`src/include/cgd_pkg.sv`:
```
// Package for the clock gate and device status block: register layout,
// reset values, startup timing figures and the sequencer states.
// Assumes a single 40 MHz system clock shared by every user of the package.
package cgd_pkg;

  // System clock rate
  localparam int unsigned CLK_HZ       = 40_000_000;
  localparam int unsigned HZ_PER_MHZ   = 1_000_000;

  // Startup time limits in microseconds, as specified
  localparam int unsigned BIAS_TMO_US  = 2000;
  localparam int unsigned FUSE_TMO_US  = 10000;
  localparam int unsigned PLL_TMO_US   = 2000;

  // Same limits in system clock cycles
  localparam int unsigned BIAS_TMO_CYC = BIAS_TMO_US * (CLK_HZ / HZ_PER_MHZ);
  localparam int unsigned FUSE_TMO_CYC = FUSE_TMO_US * (CLK_HZ / HZ_PER_MHZ);
  localparam int unsigned PLL_TMO_CYC  = PLL_TMO_US * (CLK_HZ / HZ_PER_MHZ);
  // Wait for the system divider to toggle before falling back (arbitrary)
  localparam int unsigned OSC_WAIT_CYC = 256;

  // Register selection on the register port
  localparam logic        REG_IDX_GATE   = 1'h0;
  localparam logic        REG_IDX_STATUS = 1'h1;

  // Clock gating register layout
  localparam int unsigned GATE_W         = 16;
  localparam int unsigned GEN_GATE_BIT   = 11;
  localparam int unsigned ACT_B_BIT      = 5;
  localparam int unsigned ACT_A_BIT      = 4;
  localparam int unsigned XTAL_LOS_BIT   = 3;
  localparam int unsigned NEG_LOS_BIT    = 2;
  localparam int unsigned POS_LOS_BIT    = 1;
  localparam int unsigned FUSE_BIT       = 0;
  localparam logic [15:0] GATE_WR_MASK   = 16'h097f;
  localparam logic [15:0] GATE_RST       = 16'h0000;

  // Status register layout
  localparam int unsigned STS_W          = 8;
  localparam int unsigned SEQ_LSB        = 5;
  localparam int unsigned FALLBACK_BIT   = 4;
  localparam int unsigned READY_BIT      = 3;
  localparam int unsigned IDX_LSB        = 0;
  localparam int unsigned SEQ_BIAS       = 0;
  localparam int unsigned SEQ_FUSE       = 1;
  localparam int unsigned SEQ_PLL        = 2;
  localparam logic [2:0]  SEQ_RST        = 3'h0;
  localparam logic [1:0]  IDX_RST        = 2'h0;
  localparam logic [3:0]  CFG_RST        = 4'h0;

  // Startup sequencer states, one-hot
  typedef enum logic [3:0] {
    ST_BIAS = 4'h1,
    ST_FUSE = 4'h2,
    ST_PLL  = 4'h4,
    ST_DONE = 4'h8
  } cgd_state_t;

endpackage : cgd_pkg

```
`src/include/cgd_tmo_if.sv`:
```
// Interface between the startup sequencer and one timeout watcher.
// Assumes both ends run on the same system clock.
`timescale 1ns/1ps
`default_nettype none
interface cgd_tmo_if;
  logic arm;      // Watch window open
  logic done;     // Awaited event seen
  logic expired;  // Limit reached before the event
  modport mon (input arm, input done, output expired);
  modport ctl (output arm, output done, input expired);
endinterface : cgd_tmo_if
`default_nettype wire

```
`src/verilog/cgd_timeout.sv`:
```
// Timeout watcher: counts armed cycles and flags expiry if the awaited
// event does not arrive. Assumes arm and done are synchronous to clk.
`timescale 1ns/1ps
`default_nettype none
module cgd_timeout #(
  parameter int unsigned CYCLES = 80000
) (
  input  wire logic   clk,
  input  wire logic   rstn,
  input  wire logic   ce,
  cgd_tmo_if.mon      tmo
);
  localparam int unsigned W = $clog2(CYCLES + 1);

  if (CYCLES < 1) begin : g_bad_cycles
    $error("cgd_timeout: CYCLES must be at least 1");
  end

  logic [W-1:0] cnt_reg;
  logic [W-1:0] cnt_next;
  logic         exp_reg;
  logic         exp_next;

  // Count only while armed and still waiting; disarm clears everything
  always_comb begin
    cnt_next = cnt_reg;
    exp_next = exp_reg;
    if (!tmo.arm) begin
      cnt_next = '0;
      exp_next = 1'b0;
    end else if (!tmo.done && !exp_reg) begin
      if (cnt_reg == W'(CYCLES - 1)) begin
        exp_next = 1'b1;
      end else begin
        cnt_next = cnt_reg + 1'b1;
      end
    end
  end

  always_ff @(posedge clk) begin
    if (!rstn) begin
      cnt_reg <= '0;
      exp_reg <= 1'b0;
    end else if (ce) begin
      cnt_reg <= cnt_next;
      exp_reg <= exp_next;
    end
  end

  assign tmo.expired = exp_reg;

  // Expiry only after the full count
  property p_expire_at_limit;
    @(posedge clk) disable iff (!rstn)
      $rose(exp_reg) |-> $past(cnt_reg) == W'(CYCLES - 1);
  endproperty
  a_expire_at_limit: assert property (p_expire_at_limit) else $error("early expiry");

  property p_expire_needs_arm;
    @(posedge clk) disable iff (!rstn)
      (ce && !tmo.arm) |=> !exp_reg;
  endproperty
  a_expire_needs_arm: assert property (p_expire_needs_arm) else $error("expiry kept");

endmodule : cgd_timeout
`default_nettype wire

```
`src/verilog/cgd_top.sv`:
```
// Clock gate control and device status: gating register, startup
// sequencer with timeouts, ring oscillator fallback and status register.
// Assumes rstn is the power-on reset; analog flags arrive asynchronously.
`timescale 1ns/1ps
`default_nettype none
module cgd_top
  import cgd_pkg::*;
#(
  parameter int unsigned BIAS_CYC = BIAS_TMO_CYC,
  parameter int unsigned FUSE_CYC = FUSE_TMO_CYC,
  parameter int unsigned PLL_CYC  = PLL_TMO_CYC,
  parameter int unsigned OSC_CYC  = OSC_WAIT_CYC
) (
  input  wire logic        clk,
  input  wire logic        rstn,
  input  wire logic        ce,
  input  wire logic        reg_wr,
  input  wire logic        reg_rd,
  input  wire logic        reg_idx,
  input  wire logic [15:0] reg_wdata,
  output logic      [15:0] reg_rdata,
  output logic             reg_rvalid,
  input  wire logic        bias_done_pin,
  input  wire logic        pll_lock_pin,
  input  wire logic        sysdiv_pin,
  input  wire logic        fuse_load_done,
  input  wire logic [3:0]  config_sel,
  output logic             fuse_load_req,
  output logic             fuse_load_common,
  output logic      [3:0]  fuse_cfg_sel,
  output logic             ring_osc_sel,
  output logic             general_logic_gate,
  output logic             activity_mon_b_gate,
  output logic             activity_mon_a_gate,
  output logic             xtal_loss_mon_gate,
  output logic             neg_input_loss_mon_gate,
  output logic             pos_input_loss_mon_gate,
  output logic             fuse_port_gate
);

  if (BIAS_CYC < 1 || FUSE_CYC < 1 || PLL_CYC < 1 || OSC_CYC < 1) begin : g_bad
    $error("cgd_top: timeout counts must be at least 1");
  end
  // Two-stage synchronisers for the asynchronous analog flags
  logic [2:0] sync1_reg, sync2_reg;
  logic       div_prev_reg;
  always_ff @(posedge clk) begin
    if (!rstn) begin
      sync1_reg    <= 3'h0;
      sync2_reg    <= 3'h0;
      div_prev_reg <= 1'b0;
    end else if (ce) begin
      sync1_reg    <= {sysdiv_pin, pll_lock_pin, bias_done_pin};
      sync2_reg    <= sync1_reg;
      div_prev_reg <= sync2_reg[2];
    end
  end
  wire bias_ok  = sync2_reg[0];
  wire pll_ok   = sync2_reg[1];
  wire div_edge = div_prev_reg & ~sync2_reg[2]; // Fall only; a stuck-high pin fakes no edge
  // Register state
  cgd_state_t  state_reg, state_next;
  logic [15:0] gate_reg, gate_next;
  logic [2:0]  seq_reg, seq_next;
  logic        fallback_reg, fallback_next;
  logic        div_seen_reg, div_seen_next;
  logic        ready_reg, ready_next;
  logic [1:0]  idx_reg, idx_next;
  logic [3:0]  cfg_reg, cfg_next;
  logic        load_reg, load_next;
  logic        cfg_taken_reg, cfg_taken_next;
  logic [15:0] rdata_reg, rdata_next;
  logic        rvalid_reg, rvalid_next;
  // Timeout watchers, one per startup step plus the divider watch
  cgd_tmo_if bias_tmo ();
  cgd_tmo_if fuse_tmo ();
  cgd_tmo_if pll_tmo ();
  cgd_tmo_if osc_tmo ();
  assign bias_tmo.arm  = (state_reg == ST_BIAS);
  assign bias_tmo.done = bias_ok;
  assign fuse_tmo.arm  = (state_reg == ST_FUSE) && cfg_taken_reg;
  assign fuse_tmo.done = fuse_load_done;
  assign pll_tmo.arm   = (state_reg == ST_PLL);
  assign pll_tmo.done  = pll_ok;
  assign osc_tmo.arm   = !div_seen_reg && !fallback_reg;
  assign osc_tmo.done  = div_edge;
  cgd_timeout #(.CYCLES(BIAS_CYC)) u_bias_tmo (.clk(clk), .rstn(rstn), .ce(ce), .tmo(bias_tmo));
  cgd_timeout #(.CYCLES(FUSE_CYC)) u_fuse_tmo (.clk(clk), .rstn(rstn), .ce(ce), .tmo(fuse_tmo));
  cgd_timeout #(.CYCLES(PLL_CYC))  u_pll_tmo  (.clk(clk), .rstn(rstn), .ce(ce), .tmo(pll_tmo));
  cgd_timeout #(.CYCLES(OSC_CYC))  u_osc_tmo  (.clk(clk), .rstn(rstn), .ce(ce), .tmo(osc_tmo));

  // Status word: seq flags, fallback, ready, reserved zero, index
  wire [7:0] sts_word = {seq_reg, fallback_reg, ready_reg, 1'b0, idx_reg};
  // Register bus clock stops with the general gate
  wire bus_alive   = !gate_reg[GEN_GATE_BIT];
  wire gate_wr_hit = bus_alive && reg_wr && reg_idx == REG_IDX_GATE;

  // Startup sequencer and status flags
  always_comb begin
    state_next     = state_reg;
    seq_next       = seq_reg;
    ready_next     = ready_reg;
    idx_next       = idx_reg;
    cfg_next       = cfg_reg;
    cfg_taken_next = cfg_taken_reg;
    load_next      = load_reg;
    fallback_next  = fallback_reg;
    div_seen_next  = div_seen_reg || div_edge;
    // No toggle in time: fall back once, never switch back
    if (osc_tmo.expired && !div_edge && !div_seen_reg) begin
      fallback_next = 1'b1;
    end
    unique case (state_reg)
      ST_BIAS: begin
        if (bias_ok) begin
          state_next = ST_FUSE;
        end else if (bias_tmo.expired) begin
          seq_next[SEQ_BIAS] = 1'b1;
          state_next         = ST_FUSE;
        end
      end
      ST_FUSE: begin
        // Select is captured once so a later change cannot alter the load
        if (!cfg_taken_reg) begin
          cfg_next       = config_sel;
          cfg_taken_next = 1'b1;
          load_next      = 1'b1;
        end else if (fuse_load_done) begin
          ready_next = 1'b1;
          idx_next   = cfg_reg[1:0];
          load_next  = 1'b0;
          state_next = ST_PLL;
        end else if (fuse_tmo.expired) begin
          seq_next[SEQ_FUSE] = 1'b1;
          load_next          = 1'b0;
          state_next         = ST_PLL;
        end
      end
      ST_PLL: begin
        if (pll_ok) begin
          state_next = ST_DONE;
        end else if (pll_tmo.expired) begin
          seq_next[SEQ_PLL] = 1'b1;
          state_next        = ST_DONE;
        end
      end
      ST_DONE: state_next = ST_DONE; // Terminal until the next power-on reset
    endcase
  end

  // Register port: writes to gating bits, reads of both registers
  always_comb begin
    gate_next   = gate_reg;
    rdata_next  = rdata_reg;
    rvalid_next = 1'b0;
    if (gate_wr_hit) begin
      // Reserved read-only bits and the status register take no write
      gate_next = (gate_reg & ~GATE_WR_MASK) | (reg_wdata & GATE_WR_MASK);
    end
    if (bus_alive && reg_rd) begin
      rvalid_next = 1'b1;
      rdata_next  = (reg_idx == REG_IDX_GATE) ? gate_reg : {8'h00, sts_word};
    end
    // Once set, nothing but power-on reset clears the general gate
    if (gate_reg[GEN_GATE_BIT]) begin
      gate_next[GEN_GATE_BIT] = 1'b1;
    end
  end

  // All state registers but the synchronisers; reset is the power-on reset
  always_ff @(posedge clk) begin
    if (!rstn) begin
      state_reg     <= ST_BIAS;
      gate_reg      <= GATE_RST;
      seq_reg       <= SEQ_RST;
      fallback_reg  <= 1'b0;
      div_seen_reg  <= 1'b0;
      ready_reg     <= 1'b0;
      idx_reg       <= IDX_RST;
      cfg_reg       <= CFG_RST;
      cfg_taken_reg <= 1'b0;
      load_reg      <= 1'b0;
      rdata_reg     <= 16'h0000;
      rvalid_reg    <= 1'b0;
    end else if (ce) begin
      state_reg     <= state_next;
      gate_reg      <= gate_next;
      seq_reg       <= seq_next;
      fallback_reg  <= fallback_next;
      div_seen_reg  <= div_seen_next;
      ready_reg     <= ready_next;
      idx_reg       <= idx_next;
      cfg_reg       <= cfg_next;
      cfg_taken_reg <= cfg_taken_next;
      load_reg      <= load_next;
      rdata_reg     <= rdata_next;
      rvalid_reg    <= rvalid_next;
    end
  end

  // Outputs are register bits; gate outputs feed the clock gating cells
  assign reg_rdata               = rdata_reg;
  assign reg_rvalid              = rvalid_reg;
  assign fuse_load_req           = load_reg;
  assign fuse_load_common        = load_reg;
  assign fuse_cfg_sel            = cfg_reg;
  assign ring_osc_sel            = fallback_reg;
  assign general_logic_gate      = gate_reg[GEN_GATE_BIT];
  assign activity_mon_b_gate     = gate_reg[ACT_B_BIT];
  assign activity_mon_a_gate     = gate_reg[ACT_A_BIT];
  assign xtal_loss_mon_gate      = gate_reg[XTAL_LOS_BIT];
  assign neg_input_loss_mon_gate = gate_reg[NEG_LOS_BIT];
  assign pos_input_loss_mon_gate = gate_reg[POS_LOS_BIT];
  assign fuse_port_gate          = gate_reg[FUSE_BIT];

  property p_gen_gate_sticky;
    @(posedge clk) disable iff (!rstn)
      general_logic_gate |=> general_logic_gate;
  endproperty
  a_gen_gate_sticky: assert property (p_gen_gate_sticky) else $error("gate cleared");
  property p_no_access_gated;
    @(posedge clk) disable iff (!rstn)
      general_logic_gate |=> $stable(gate_reg) && !reg_rvalid;
  endproperty
  a_no_access_gated: assert property (p_no_access_gated) else $error("access gated");
  property p_gen_write;
    @(posedge clk) disable iff (!rstn)
      (ce && gate_wr_hit) |=> general_logic_gate == $past(reg_wdata[GEN_GATE_BIT]);
  endproperty
  a_gen_write: assert property (p_gen_write) else $error("general gate write");
  property p_mon_gates;
    @(posedge clk) disable iff (!rstn)
      (ce && gate_wr_hit) |=> activity_mon_b_gate == $past(reg_wdata[ACT_B_BIT])
            && activity_mon_a_gate == $past(reg_wdata[ACT_A_BIT]);
  endproperty
  a_mon_gates: assert property (p_mon_gates) else $error("activity gate write");
  property p_los_gates;
    @(posedge clk) disable iff (!rstn)
      (ce && gate_wr_hit)
        |=> {xtal_loss_mon_gate, neg_input_loss_mon_gate, pos_input_loss_mon_gate}
            == $past(reg_wdata[XTAL_LOS_BIT:POS_LOS_BIT]);
  endproperty
  a_los_gates: assert property (p_los_gates) else $error("loss gate write");
  property p_fuse_gate;
    @(posedge clk) disable iff (!rstn)
      (ce && gate_wr_hit) |=> fuse_port_gate == $past(reg_wdata[FUSE_BIT]);
  endproperty
  a_fuse_gate: assert property (p_fuse_gate) else $error("fuse gate write");
  property p_bias_flag;
    @(posedge clk) disable iff (!rstn)
      (ce && state_reg == ST_BIAS && bias_tmo.expired && !bias_ok)
        |=> seq_reg[SEQ_BIAS] && state_reg == ST_FUSE;
  endproperty
  a_bias_flag: assert property (p_bias_flag) else $error("bias timeout flag");
  property p_fuse_flag;
    @(posedge clk) disable iff (!rstn)
      (ce && state_reg == ST_FUSE && fuse_tmo.expired && !fuse_load_done)
        |=> seq_reg[SEQ_FUSE] && !ready_reg && !fuse_load_req;
  endproperty
  a_fuse_flag: assert property (p_fuse_flag) else $error("fuse timeout flag");
  property p_pll_flag;
    @(posedge clk) disable iff (!rstn)
      (ce && state_reg == ST_PLL && pll_tmo.expired && !pll_ok) |=> seq_reg[SEQ_PLL];
  endproperty
  a_pll_flag: assert property (p_pll_flag) else $error("pll timeout flag");
  property p_ready_idx;
    @(posedge clk) disable iff (!rstn)
      (ce && state_reg == ST_FUSE && cfg_taken_reg && fuse_load_done)
        |=> ready_reg && idx_reg == $past(cfg_reg[1:0]);
  endproperty
  a_ready_idx: assert property (p_ready_idx) else $error("ready or index");
  property p_fallback;
    @(posedge clk) disable iff (!rstn)
      $rose(ring_osc_sel) |-> $past(osc_tmo.expired) && !div_seen_reg;
  endproperty
  a_fallback: assert property (p_fallback) else $error("fallback cause");

endmodule : cgd_top
`default_nettype wire

```
`config.mk`:
```
export PLATFORM = sky130hd
export DESIGN_NAME = cgd_top
export DESIGN_NICKNAME = d
export VERILOG_FILES = /design/src/include/cgd_pkg.sv /design/src/include/cgd_tmo_if.sv /design/src/verilog/cgd_timeout.sv /design/src/verilog/cgd_top.sv
export SDC_FILE = /design/constraint.sdc
export NUM_CORES = 1
export LEC_CHECK = 0
export ABC_AREA = 1
export BUFFER_PORTS_ARGS = -buffer_cell sky130_fd_sc_hd__buf_2
export CAP_MARGIN = 20
export CORE_MARGIN = 2
export CORE_UTILIZATION = 30
export DETAILED_ROUTE_END_ITERATION = 12
export GPL_TIMING_DRIVEN = 0
export PLACE_DENSITY = 0.59
export SLEW_MARGIN = 20
export SYNTH_ARGS = -nofsm -noshare
export SYNTH_HDL_FRONTEND = slang
export SYNTH_SLANG_ARGS = --single-unit
```
`constraint.sdc`:
```
create_clock -name clk -period 1.5 [get_ports clk]
set_input_delay 0.225 -clock clk [delete_from_list [all_inputs] [get_ports clk]]
set_output_delay 0.225 -clock clk [all_outputs]
set_load 0.02 [all_outputs]
```
==> results of run 1 <==
cells in the final DEF (no fill, tap or decap), drive strengths merged, types with 12 or more instances in the layout:
cell type / n
nand2: 263
nor2: 154
buf: 122
inv: 114
dfxtp: 112
nand3: 94
a21oi: 70
o21ai: 47
clkbuf: 25
nand4: 22
nor3: 13
xor2: 12
timing repair:
item                                   in CTS  in global routing
cloned                                      2                  4
setup buffers                              34                 20
gates resized for setup                    99                149
setup endpoints to repair                  71                 90
endpoints found under the hold margin       0                  0
pin swaps                                  46                 49
layer usage:
metal	part of all wire, %	track usage (%)	wire [um]
met3	3.9	3.44	737
met5	0	0	0
met2	50	27.7	9320
met1	45	21.1	8510
met4	1.4	4.13	265
per-stage QoR:
stage	hold WS (ns)	instances	setup TNS [ns]	power [mW]	cell area (sq um)
finish	0.0855	1350	-0.646	6.45	8310
global route	0.0740	1350	-4.81	6.70	8310
CTS	0.0760	1325	-0.418	6.36	7620
detailed placement	0.447	1274	-19.23	3.85	6720
global placement	0.446	1274	-18.73	3.85	6720
floorplan	0.360	953	-0.107	3.62	6120
power groups by stage:
stage	sequential (mW)	clock [mW]	combinational [mW]
detailed placement	3.17	0	0.680
global route	3.11	2.59	1.00
floorplan	3.19	0	0.430
CTS	3.10	2.46	0.800
global placement	3.17	0	0.678
finish	3.10	2.41	0.933
worst max-delay path: stages, from the launching register on:
cell     delay [ns]
dfxtp_2        0.36
nand2_2        0.07
inv_2          0.05
nand4_1        0.13
nor3_2         0.20
ha_2           0.23
nand2_4        0.07
nand2_8        0.10
inv_4          0.05
o211a_1        0.19
logic make-up (layout without fill, tap and decap cells):
family	count (synthesis)	after routing
flops	112	112
fa+ha+maj	5	5
simple gates	551	553
buf+inv	141	265
xor+xnor	13	13
other cells	0	1
compound gates	131	131
worst min-delay path by stage:
stage,to,startpoint,depth (start not counted)
6_report,sync1_reg[1],pll_lock_pin,3
5_1_grt,sync1_reg[1],pll_lock_pin,3
4_1_cts,sync1_reg[1],pll_lock_pin,3
3_5_place_dp,reg_rdata[11],reg_rdata[11],2
3_3_place_gp,sync1_reg[1],pll_lock_pin,3
2_1_floorplan,sync1_reg[1],pll_lock_pin,2
layout make-up:
type	count	area [sq um]	share of cell area, %
plain buffers	29	209	2.51
clock buffers	10	229	2.75
well taps	270	338	4.06
repair buffers	108	786	9.45
diodes	1	2.50	0.0301
clock inverters	6	53.8	0.647
multi-input cells	702	3930	47.3
inverters	111	440	5.30
repair inverters	1	5.00	0.0602
flip-flops and latches	112	2310	27.8
==> summary.md, run 1 <==
| Metric | Value |
|---|---|
| Status | complete, but fails checks |
| Failing checks | negative setup slack |
| Arr. time, crit path | 1.83 ns |
| Post-synth top area share | 36.7% |
| First-pass GRT wire length | 28500 um |
| TritonCTS clock tree | yes |
| Post-synthesis xor/xnor area fraction | 1.87% |
| Clock Sinks | 112 |
| Simple-Gate Fraction of Synth Area | 39.4% |
| Clk Tree Root Cell | clkbuf_16 |
| Main combinational cell family by area after synthesis | simple AND/OR/NAND/NOR gates |
| TritonCTS Buffers | 9 |
| CP Capture Type | flip-flop |
| 1st-pass router iterations | 5 |
| Ports | 61 |
| FF+latch count, synth | 112 |
| Initial antenna violation count | 1 |
| Area growth syn-to-layout | 36.2% |
| Mux contribution to synthesized area | 0% |
| Setup slack, reg-to-reg | -0.07 ns |
| Post-Synth Adder-Cell Area | 1.02% |
| Die width | 147 um |
| Syn Inst Count | 953 |
| Clk_skew | 0.00720 ns |
| Final Cycle Share | 104% |
| Deepest clock path buffer count | 2 |
| Maximum VDD drop | 584 uV |
| Critical Path RT | 1.76 ns |
| Mapped Area | 6100 sq um |
| Syn Area/Cell | 6.41 sq um |
| Seq/Total Area, Yosys | 36.7% |
| Hold Buf Count CTS | 0 |
| Cell variety after synth | 35 |
| Vias in the first global route | 5728 |
| H-tree Lvls | 3 |
| Final Hold Fails | 0 |
| Pwr Density | 776 nW/um^2 |
| Count of flip-flops with a built-in enable after synthesis | 0 |
| Post-route ant nets | 0 |
| Row Count | 52 |
| Drc violations | 0 |
| Avg Vias per Cell | 4.79 |
| Vias | 6472 |
| Max_cap viols | 0 |
| Die Ht | 147 um |
| Layout cell share with drive strength beyond 1 | 31.6% |
| Largest net degree at the start of global routing | 21 |
| Slew Limit Headroom | 40.3% |
| Static Leak | 3.31 nW |
| Crit path launch type | flip-flop |
| CP max FO | 6 |
| Clock share of power | 37.4% |
| Gpl congestion | 0.923 |
| Internal power | 4.54 mW |
| Critical path launch point | u_osc_tmo.cnt_reg[3] |
| Critical path capture point | u_osc_tmo.cnt_reg[0] |
| Starting Density | 30.4% |
| Post-synth top cells | nand2_1, nor2_1, dfxtp_1 |
| Initial DRC count | 370 |
| Endpoints failing setup | 27 |
| Combinational power share | 14.5% |
| WS Path Type | reg2reg |
| Max Slew Vio Count | 0 |
| P_sw | 1.91 mW |
| Async SR Flop Fraction | 0% |
| Gr ovfl total | 0 |
| Final net count | 1109 |
| Sw Share | 29.7% |
| Die ar. | 21500 sq um |
| Unrepaired setup endpoints after global routing | yes |
| Final setup margin | -0.0653 ns |
| Area leader, netlist | dfxtp_1 |
| Clock period minus worst slack | 1.57 ns |
| Routed wire length per instance | 14.0 um |
| Cells on worst reg2reg path | 9 |
| Port Buffers | 51 |
| Clk slew on worst S/H paths | 0.08 ns |
| Max reg flops | 19 |
| # fillers | 2084 |
| Worst Tran Pin Value | 0.895 ns |
| Most frequent cell after synthesis | nand2_1 |
| GR Util All Layers | 16.3% |
| Core ar. | 20100 sq um |
| Reg2reg end | u_osc_tmo.cnt_reg[0] |
| Setup WS pre-CTS | -0.491 ns |
| Compound-Gate Fraction of Synth Area | 11.2% |
| Reg2reg start | u_osc_tmo.cnt_reg[3] |
| Clock Latency Late Sink | 0.37 ns |
| Max Freq | 0.639 GHz |
| Layout Utilization | 41.3% |
| Dominant synthesized flop cell | dfxtp_1 |
| Top cells by area, synth | dfxtp_1, nand2_1, nor2_1, nand3_1, inv_1 |
| YS warnings | 0 |
| Sequential Power Share | 48.1% |
| Hold WC Path Type | in2reg |
| Post-Syn Nets | 988 |
| Final wirelength | 18800 um |
| DP Wirelength | 12300 um |
No activity file was read; power rests on OpenSTA's default activity.
==> run 2, diff against run 1 <==
--- a/config.mk
+++ b/config.mk
@@ -5,7 +5,6 @@
 export SDC_FILE = /design/constraint.sdc
 export NUM_CORES = 1
 export LEC_CHECK = 0
-export ABC_AREA = 1
 export BUFFER_PORTS_ARGS = -buffer_cell sky130_fd_sc_hd__buf_2
 export CAP_MARGIN = 20
 export CORE_MARGIN = 2
==> summary.md, run 2 <==
| Metric | Value |
|---|---|
| YS warnings | 0 (unchanged) |
| Worst Tran Pin Value | 0.787 ns (-0.108 ns) |
| Clock share of power | 39.6% (+2.2 points) |
| # fillers | 1773 (-15%) |
| Status | complete, but fails checks |
| Unrepaired setup endpoints after global routing | yes |
| Largest net degree at the start of global routing | 23 (+9.5%) |
| Final net count | 804 (-28%) |
| Clk slew on worst S/H paths | 0.09 ns (about the same) |
| Most frequent cell after synthesis | dfxtp_1 |
| Clk Tree Root Cell | clkbuf_16 |
| Commonest non-fill, non-tap cells in the layout | dfxtp_1, nor2_1, buf_4, buf_2, buf_6 |
| Clock Latency Late Sink | 0.37 ns (about the same) |
| Mapped Area | 5540 sq um (-9.3%) |
| Arr. time, crit path | 2.35 ns (+0.52 ns) |
| Gr ovfl total | 0 (unchanged) |
| TritonCTS clock tree | yes |
| Critical Path RT | 1.79 ns (+0.03 ns) |
| Slowest-stage cell, CP | or4_4 |
| Final setup margin | -0.559 ns (-0.494 ns) |
| Starting Density | 30.7% (+0.37 points) |
| Syn Area/Cell | 8.76 sq um (+37%) |
| Layout cell share with drive strength beyond 1 | 43.2% (+12 points) |
| Hold Buf Count CTS | 0 (unchanged) |
| Combinational power share | 12.1% (-2.4 points) |
| Syn Inst Count | 632 (-34%) |
| Initial DRC count | 355 (-4.1%) |
| Routed wire length per instance | 16.5 um (+18%) |
| Max Slew Vio Count | 0 (unchanged) |
| Worst path cell trace | ha_4 -> and2_4 -> and3_4 -> ha_4 -> o31ai_4 -> nand2_2 -> or4_4 -> a21oi_2 |
| Ports | 61 (unchanged) |
| Count of flip-flops with a built-in enable after synthesis | 0 (unchanged) |
| Core ar. | 18000 sq um (-10%) |
| Drc violations | 0 (unchanged) |
| Post-route cell area | 7950 sq um (-4.3%) |
| Avg Vias per Cell | 5.40 (+13%) |
| First-pass GRT wire length | 26500 um (-7.1%) |
| Post-route ant nets | 0 (unchanged) |
| TritonCTS Buffers | 9 (unchanged) |
| Sequential Power Share | 48.3% (+0.2 points) |
| Final wirelength | 16600 um (-12%) |
| Initial antenna violation count | 0 (-1) |
| Vias | 5424 (-16%) |
| Placement Cell Area | 6340 sq um (-5.7%) |
| 1st-pass router iterations | 5 (unchanged) |
| Maximum VDD drop | 563 uV (-3.5%) |
| Final Hold Fails | 0 (unchanged) |
| Most frequent CP cell | ha_4 |
| Crit path launch type | flip-flop |
| CP max FO | 4 (-2) |
| Clock Sinks | 112 (unchanged) |
| Slowest stage delay, CP | 0.43 ns (+0.07 ns) |
| Area growth syn-to-layout | 43.6% |
| Area leader, netlist | dfxtp_1 |
| Sw Share | 28.2% (-1.5 points) |
| Cell variety after synth | 78 (+120%) |
| Deepest clock path buffer count | 2 (unchanged) |
| Most common cell after layout, fill and taps aside | dfxtp_1 |
| DP Wirelength | 10300 um (-16%) |
| Post-synth top area share | 40.5% (+3.8 points) |
| P_sw | 1.78 mW (-6.7%) |
| Delay-heaviest family, CP | simple AND/OR/NAND/NOR gates |
| Slew Limit Headroom | 47.5% (+7.2 points) |
| Area of the multi-input gates | 3780 sq um (-3.9%) |
| Worst Path Buf+Inv | 0 (-2) |
| Endpoints failing setup | 75 (+180%) |
| H-tree Lvls | 3 (unchanged) |
| Clk_skew | 0.0100 ns (+0.00285 ns) |
| Final Cycle Share | 137% (+33 points) |
| Async SR Flop Fraction | 0% (unchanged) |
| Total Neg Setup Slack | -20.34 ns (-19.69 ns) |
| Post-Syn Nets | 667 (-32%) |
| Worst-case hold slack | 0.0848 ns (-0.000705 ns) |
| Max_cap viols | 0 (unchanged) |
| Failing checks | negative setup slack |
| Row Count | 49 (-5.8%) |
| Die ar. | 19600 sq um (-9.0%) |
| Gpl congestion | 0.871 (-5.6%) |
| FF+latch count, synth | 112 (unchanged) |
| Total Power | 6.34 mW (-1.8%) |
| Hold WC Path Type | in2reg |
| Clock period minus worst slack | 2.06 ns (+0.494 ns) |
| Vias in the first global route | 5174 (-9.7%) |
| Max reg flops | 19 (unchanged) |
| Dominant synthesized flop cell | dfxtp_1 |
| Port Buffers | 51 (unchanged) |
| GR Util All Layers | 16.7% (+0.34 points) |
| Static Leak | 3.05 nW (-7.8%) |
| Post-synth top cells | dfxtp_1, nor2_1, nand2_1 |
| CP Capture Type | flip-flop |
| Seq/Total Area, Yosys | 40.5% (+3.8 points) |
| Top cells by area, synth | dfxtp_1, mux2i_1, nor2_1, a21oi_1, nand4_1 |
| Max Freq | 0.486 GHz (-24%) |
| Die Ht | 140 um (-4.6%) |
| Pwr Density | 797 nW/um^2 (+2.7%) |
| Die width | 140 um (-4.6%) |
| Setup WS pre-CTS | -0.667 ns (-0.176 ns) |
| WS Path Type | reg2reg |
| Sequential cell area | 2300 sq um (-0.65%) |
| Internal power | 4.55 mW (+0.35%) |
-- run 2: final cells by class --
type / instances / share of cell area [%]
Antenna cell: 1 / 0.0315
Buffer: 29 / 2.39
Clock buffer: 9 / 2.83
Clock inverter: 7 / 0.960
Inverter: 14 / 0.724
Multi-Input combinational cell: 469 / 47.5
Sequential cell: 112 / 28.9
Tap cell: 229 / 3.60
Timing Repair Buffer: 134 / 13.0
-- run 2: routing by layer --
metal  GRT usage (%)  routed length, um
met1            22.1               7520
met2            26.8               8010
met3            3.10                555
met4            6.53                484
met5               0                  0
-- run 2: timing repair --
action,4_1_cts,5_1_grt
setup endpoints to repair,96,94
pin swaps,57,50
gates resized for setup,125,68
buffers inserted,70,16
gates cloned,4,0
-- run 2: final timing paths --
kind                                           start              endpoint  slack, ns  cells past startpoint
worst max-delay path            u_osc_tmo.cnt_reg[1]  u_osc_tmo.cnt_reg[0]      -0.56                      8
worst min-delay path                      sysdiv_pin          sync1_reg[2]       0.08                      3
worst max register to register  u_osc_tmo.cnt_reg[1]  u_osc_tmo.cnt_reg[0]      -0.56                      8
worst min register to register            idx_reg[1]            idx_reg[1]       0.47                      2
-- run 2: cells by family after synthesis --
logic type,share of synthesized area [%]
buffers and inverters,4.63
multiplexers,7.09
AO/OA/AOI/OAI,17.4
flip-flops,40.5
AND/OR/NAND/NOR,27.8
XOR/XNOR,1.42
adder cells (fa/ha/maj),1.13
-- run 2: worst register-to-register path: stages, from the launching register on --
cell     delay, ns
dfxtp_2       0.34
ha_4          0.16
and2_4        0.13
and3_4        0.17
ha_4          0.17
o31ai_4       0.33
nand2_2       0.13
or4_4         0.43
a21oi_2       0.13
-- run 2: power groups by stage --
stage	Combinational, mW	Sequential (mW)	Clock [mW]
2_1_floorplan	0.342	3.15	0
3_3_place_gp	0.532	3.13	0
4_1_cts	0.721	3.06	2.57
6_report	0.767	3.06	2.51
5_1_grt	0.816	3.07	2.68
3_5_place_dp	0.534	3.13	0
-- run 2: per-stage QoR --
step                      instances  utilization, %
after global routing           1003            44.1
final                          1004            44.1
after CTS                       994            42.3
after global placement          912            35.2
after detailed placement        912            35.2
after floorplan                 632               -
==> run 3, diff against run 2 <==
--- a/config.mk
+++ b/config.mk
@@ -8,10 +8,11 @@
 export BUFFER_PORTS_ARGS = -buffer_cell sky130_fd_sc_hd__buf_2
 export CAP_MARGIN = 20
 export CORE_MARGIN = 2
-export CORE_UTILIZATION = 30
+export CORE_UTILIZATION = 53
 export DETAILED_ROUTE_END_ITERATION = 12
 export GPL_TIMING_DRIVEN = 0
-export PLACE_DENSITY = 0.59
+export PLACE_DENSITY = 0.87
+export REMOVE_ABC_BUFFERS = 1
 export SLEW_MARGIN = 20
 export SYNTH_ARGS = -nofsm -noshare
 export SYNTH_HDL_FRONTEND = slang
==> summary.md, run 3 (same netlist as run 2, synthesis figures left out) <==
| Metric | Value |
|---|---|
| Ant diodes | 0 (-1) |
| Core ar. | 10200 sq um (-43%) |
| Final net count | 780 (-3.0%) |
| Clk_skew | 0.00861 ns (-0.00144 ns) |
| Gr ovfl total | 0 (unchanged) |
| Clock Latency Late Sink | 0.39 ns (+0.02 ns) |
| Critical path launch point | u_osc_tmo.cnt_reg[0] |
| Post-route ant nets | 0 (unchanged) |
| Clk Tree Root Cell | clkbuf_8 |
| Initial DRC count | 529 (+49%) |
| Clk slew on worst S/H paths | 0.12 ns (+0.03 ns) |
| Static Leak | 2.88 nW (-5.7%) |
| TritonCTS clock tree | yes |
| Clock period minus worst slack | 2.17 ns (+0.114 ns) |
| Arr. time, crit path | 2.51 ns (+0.16 ns) |
| Min-delay src | config_sel[3] |
| Starting Density | 54.1% (+23 points) |
| DP Wirelength | 8650 um (-16%) |
| Status | complete, but fails checks |
| Most common cell after layout, fill and taps aside | dfxtp_1 |
| Unrepaired setup endpoints after global routing | yes |
| CP Capture Type | flip-flop |
| Layout Utilization | 72.2% (+28 points) |
| Vias | 6022 (+11%) |
| Max Slew Vio Count | 0 (unchanged) |
| Deepest clock path buffer count | 2 (unchanged) |
| # fillers | 642 (-64%) |
| Commonest non-fill, non-tap cells in the layout | dfxtp_1, nor2_1, buf_4, buf_2, nand2_1 |
| Gpl congestion | 0.903 (+3.7%) |
| Routed wire length per instance | 21.5 um (+30%) |
| Area growth syn-to-layout | 33.3% |
| Cells on worst reg2reg path | 9 (+1) |
| Final wirelength | 19100 um (+15%) |
| Largest net degree at the start of global routing | 43 (+87%) |
| Die width | 106 um (-24%) |
| Reg2reg start | u_osc_tmo.cnt_reg[0] |
| Critical Path RT | 1.84 ns (+0.05 ns) |
| CP max FO | 3 (-1) |
| Layout cell share with drive strength beyond 1 | 39.7% (-3.4 points) |
| Worst Hold Depth | 3 (unchanged) |
| Initial antenna violation count | 0 (unchanged) |
| Setup slack, reg-to-reg | -0.67 ns (-0.11 ns) |
| Final Cycle Share | 145% (+7.6 points) |
| Hold Path Sink | fuse_cfg_sel[3] |
| TritonCTS Buffers | 9 (unchanged) |
| Slew Limit Headroom | 56.1% (+8.6 points) |
| Ports | 61 (unchanged) |
| Final setup margin | -0.673 ns (-0.114 ns) |
| P_sw | 1.68 mW (-5.8%) |
| Avg Vias per Cell | 6.80 (+26%) |
| Die ar. | 11300 sq um (-42%) |
| Drc violations | 0 (unchanged) |
| Reg2reg end | u_osc_tmo.cnt_reg[8] |
| Row Count | 37 (-24%) |
| Final Hold Fails | 0 (unchanged) |
| Endpoints failing setup | 94 (+25%) |
| WS Path Type | reg2reg |
| First-pass GRT wire length | 26900 um (+1.4%) |
| 1st-pass router iterations | 8 (+3) |
| Sequential Power Share | 54.0% (+5.7 points) |
| Combinational power share | 13.1% (+1.0 points) |
| Die Ht | 106 um (-24%) |
| GR Util All Layers | 29.3% (+13 points) |
| Internal power | 3.98 mW (-13%) |
| Clock share of power | 32.9% (-6.7 points) |
| Hold WC Path Type | in2reg |
| Clock Sinks | 112 (unchanged) |
| Hold Buf Count CTS | 0 (unchanged) |
| Total Power | 5.66 mW (-11%) |
| Failing checks | negative setup slack |
| Vias in the first global route | 5545 (+7.2%) |
| H-tree Lvls | 3 (unchanged) |
| Max reg flops | 19 (unchanged) |
| Port Buffers | 53 (+3.9%) |
| Maximum VDD drop | 1040 uV (+85%) |
| Pwr Density | 767 nW/um^2 (-3.8%) |
| Max_cap viols | 0 (unchanged) |
| Crit path launch type | flip-flop |
| Worst Tran Pin Value | 0.658 ns (-0.128 ns) |
| Sw Share | 29.7% (+1.5 points) |
| Max Freq | 0.460 GHz (-5.2%) |
run 3: power by group through the flow:
stage	clock, mW	sequential [mW]	combinational [mW]
after global routing	1.96	3.06	0.776
final	1.86	3.06	0.743
after detailed placement	0	3.13	0.443
after floorplan	0	3.15	0.253
after CTS	1.83	3.05	0.603
after global placement	0	3.13	0.419
run 3: worst max-delay path by stage:
stage                                 endpoint  slack, ns  cells past startpoint
after detailed placement           gate_reg[8]      -1.60                      6
after floorplan                    gate_reg[0]      -0.96                      4
after CTS                 u_osc_tmo.cnt_reg[0]      -0.56                      8
after global routing      u_osc_tmo.cnt_reg[8]      -0.71                      9
final                     u_osc_tmo.cnt_reg[8]      -0.67                      9
after global placement             gate_reg[3]      -2.64                      5
run 3: stage by stage:
stage | cell area (sq um) | setup slack, ns | std cells | TNS, ns | hold slack, ns
floorplan | 5340 | -0.957 | 594 | -33.16 | 0.287
global placement | 5770 | -2.64 | 783 | -146.32 | 0.440
detailed placement | 5810 | -1.60 | 785 | -91.24 | 0.446
CTS | 6910 | -0.564 | 858 | -21.42 | 0.0603
global route | 7380 | -0.707 | 886 | -36.40 | 0.0580
finish | 7380 | -0.673 | 886 | -32.20 | 0.0570
run 3: timing repair:
item	CTS	global route
pin swaps	42	44
endpoints found under the setup margin	98	92
resized for setup	121	69
gates cloned	3	0
setup buffers	54	28
run 3: per-layer routing:
metal	wire [um]	vias up	global-route usage, %	part of all wire, %
li1	-	2580	-	-
met1	6610	2826	32.7	35
met2	9420	438	52.7	49
met3	1640	178	6.07	8.6
met4	1420	0	14.4	7.4
met5	0	-	0	0
run 3: cell type report:
cell class	instances	area [sq um]	share of cell area, %
well taps	136	170	2.30
repair buffers	138	1020	13.8
flip-flops and latches	112	2310	31.3
inverters	14	55.1	0.746
clock inverters	7	76.3	1.03
multi-input cells	470	3630	49.1
clock buffers	9	124	1.68
run 3: critical path, cell delays in order, from the launching register on:
cell     delay [ns]
dfxtp_2        0.37
ha_4           0.17
and2_4         0.15
and3_4         0.17
ha_4           0.16
o31ai_4        0.25
nand2_2        0.11
buf_6          0.16
or4_4          0.42
a21oi_2        0.15
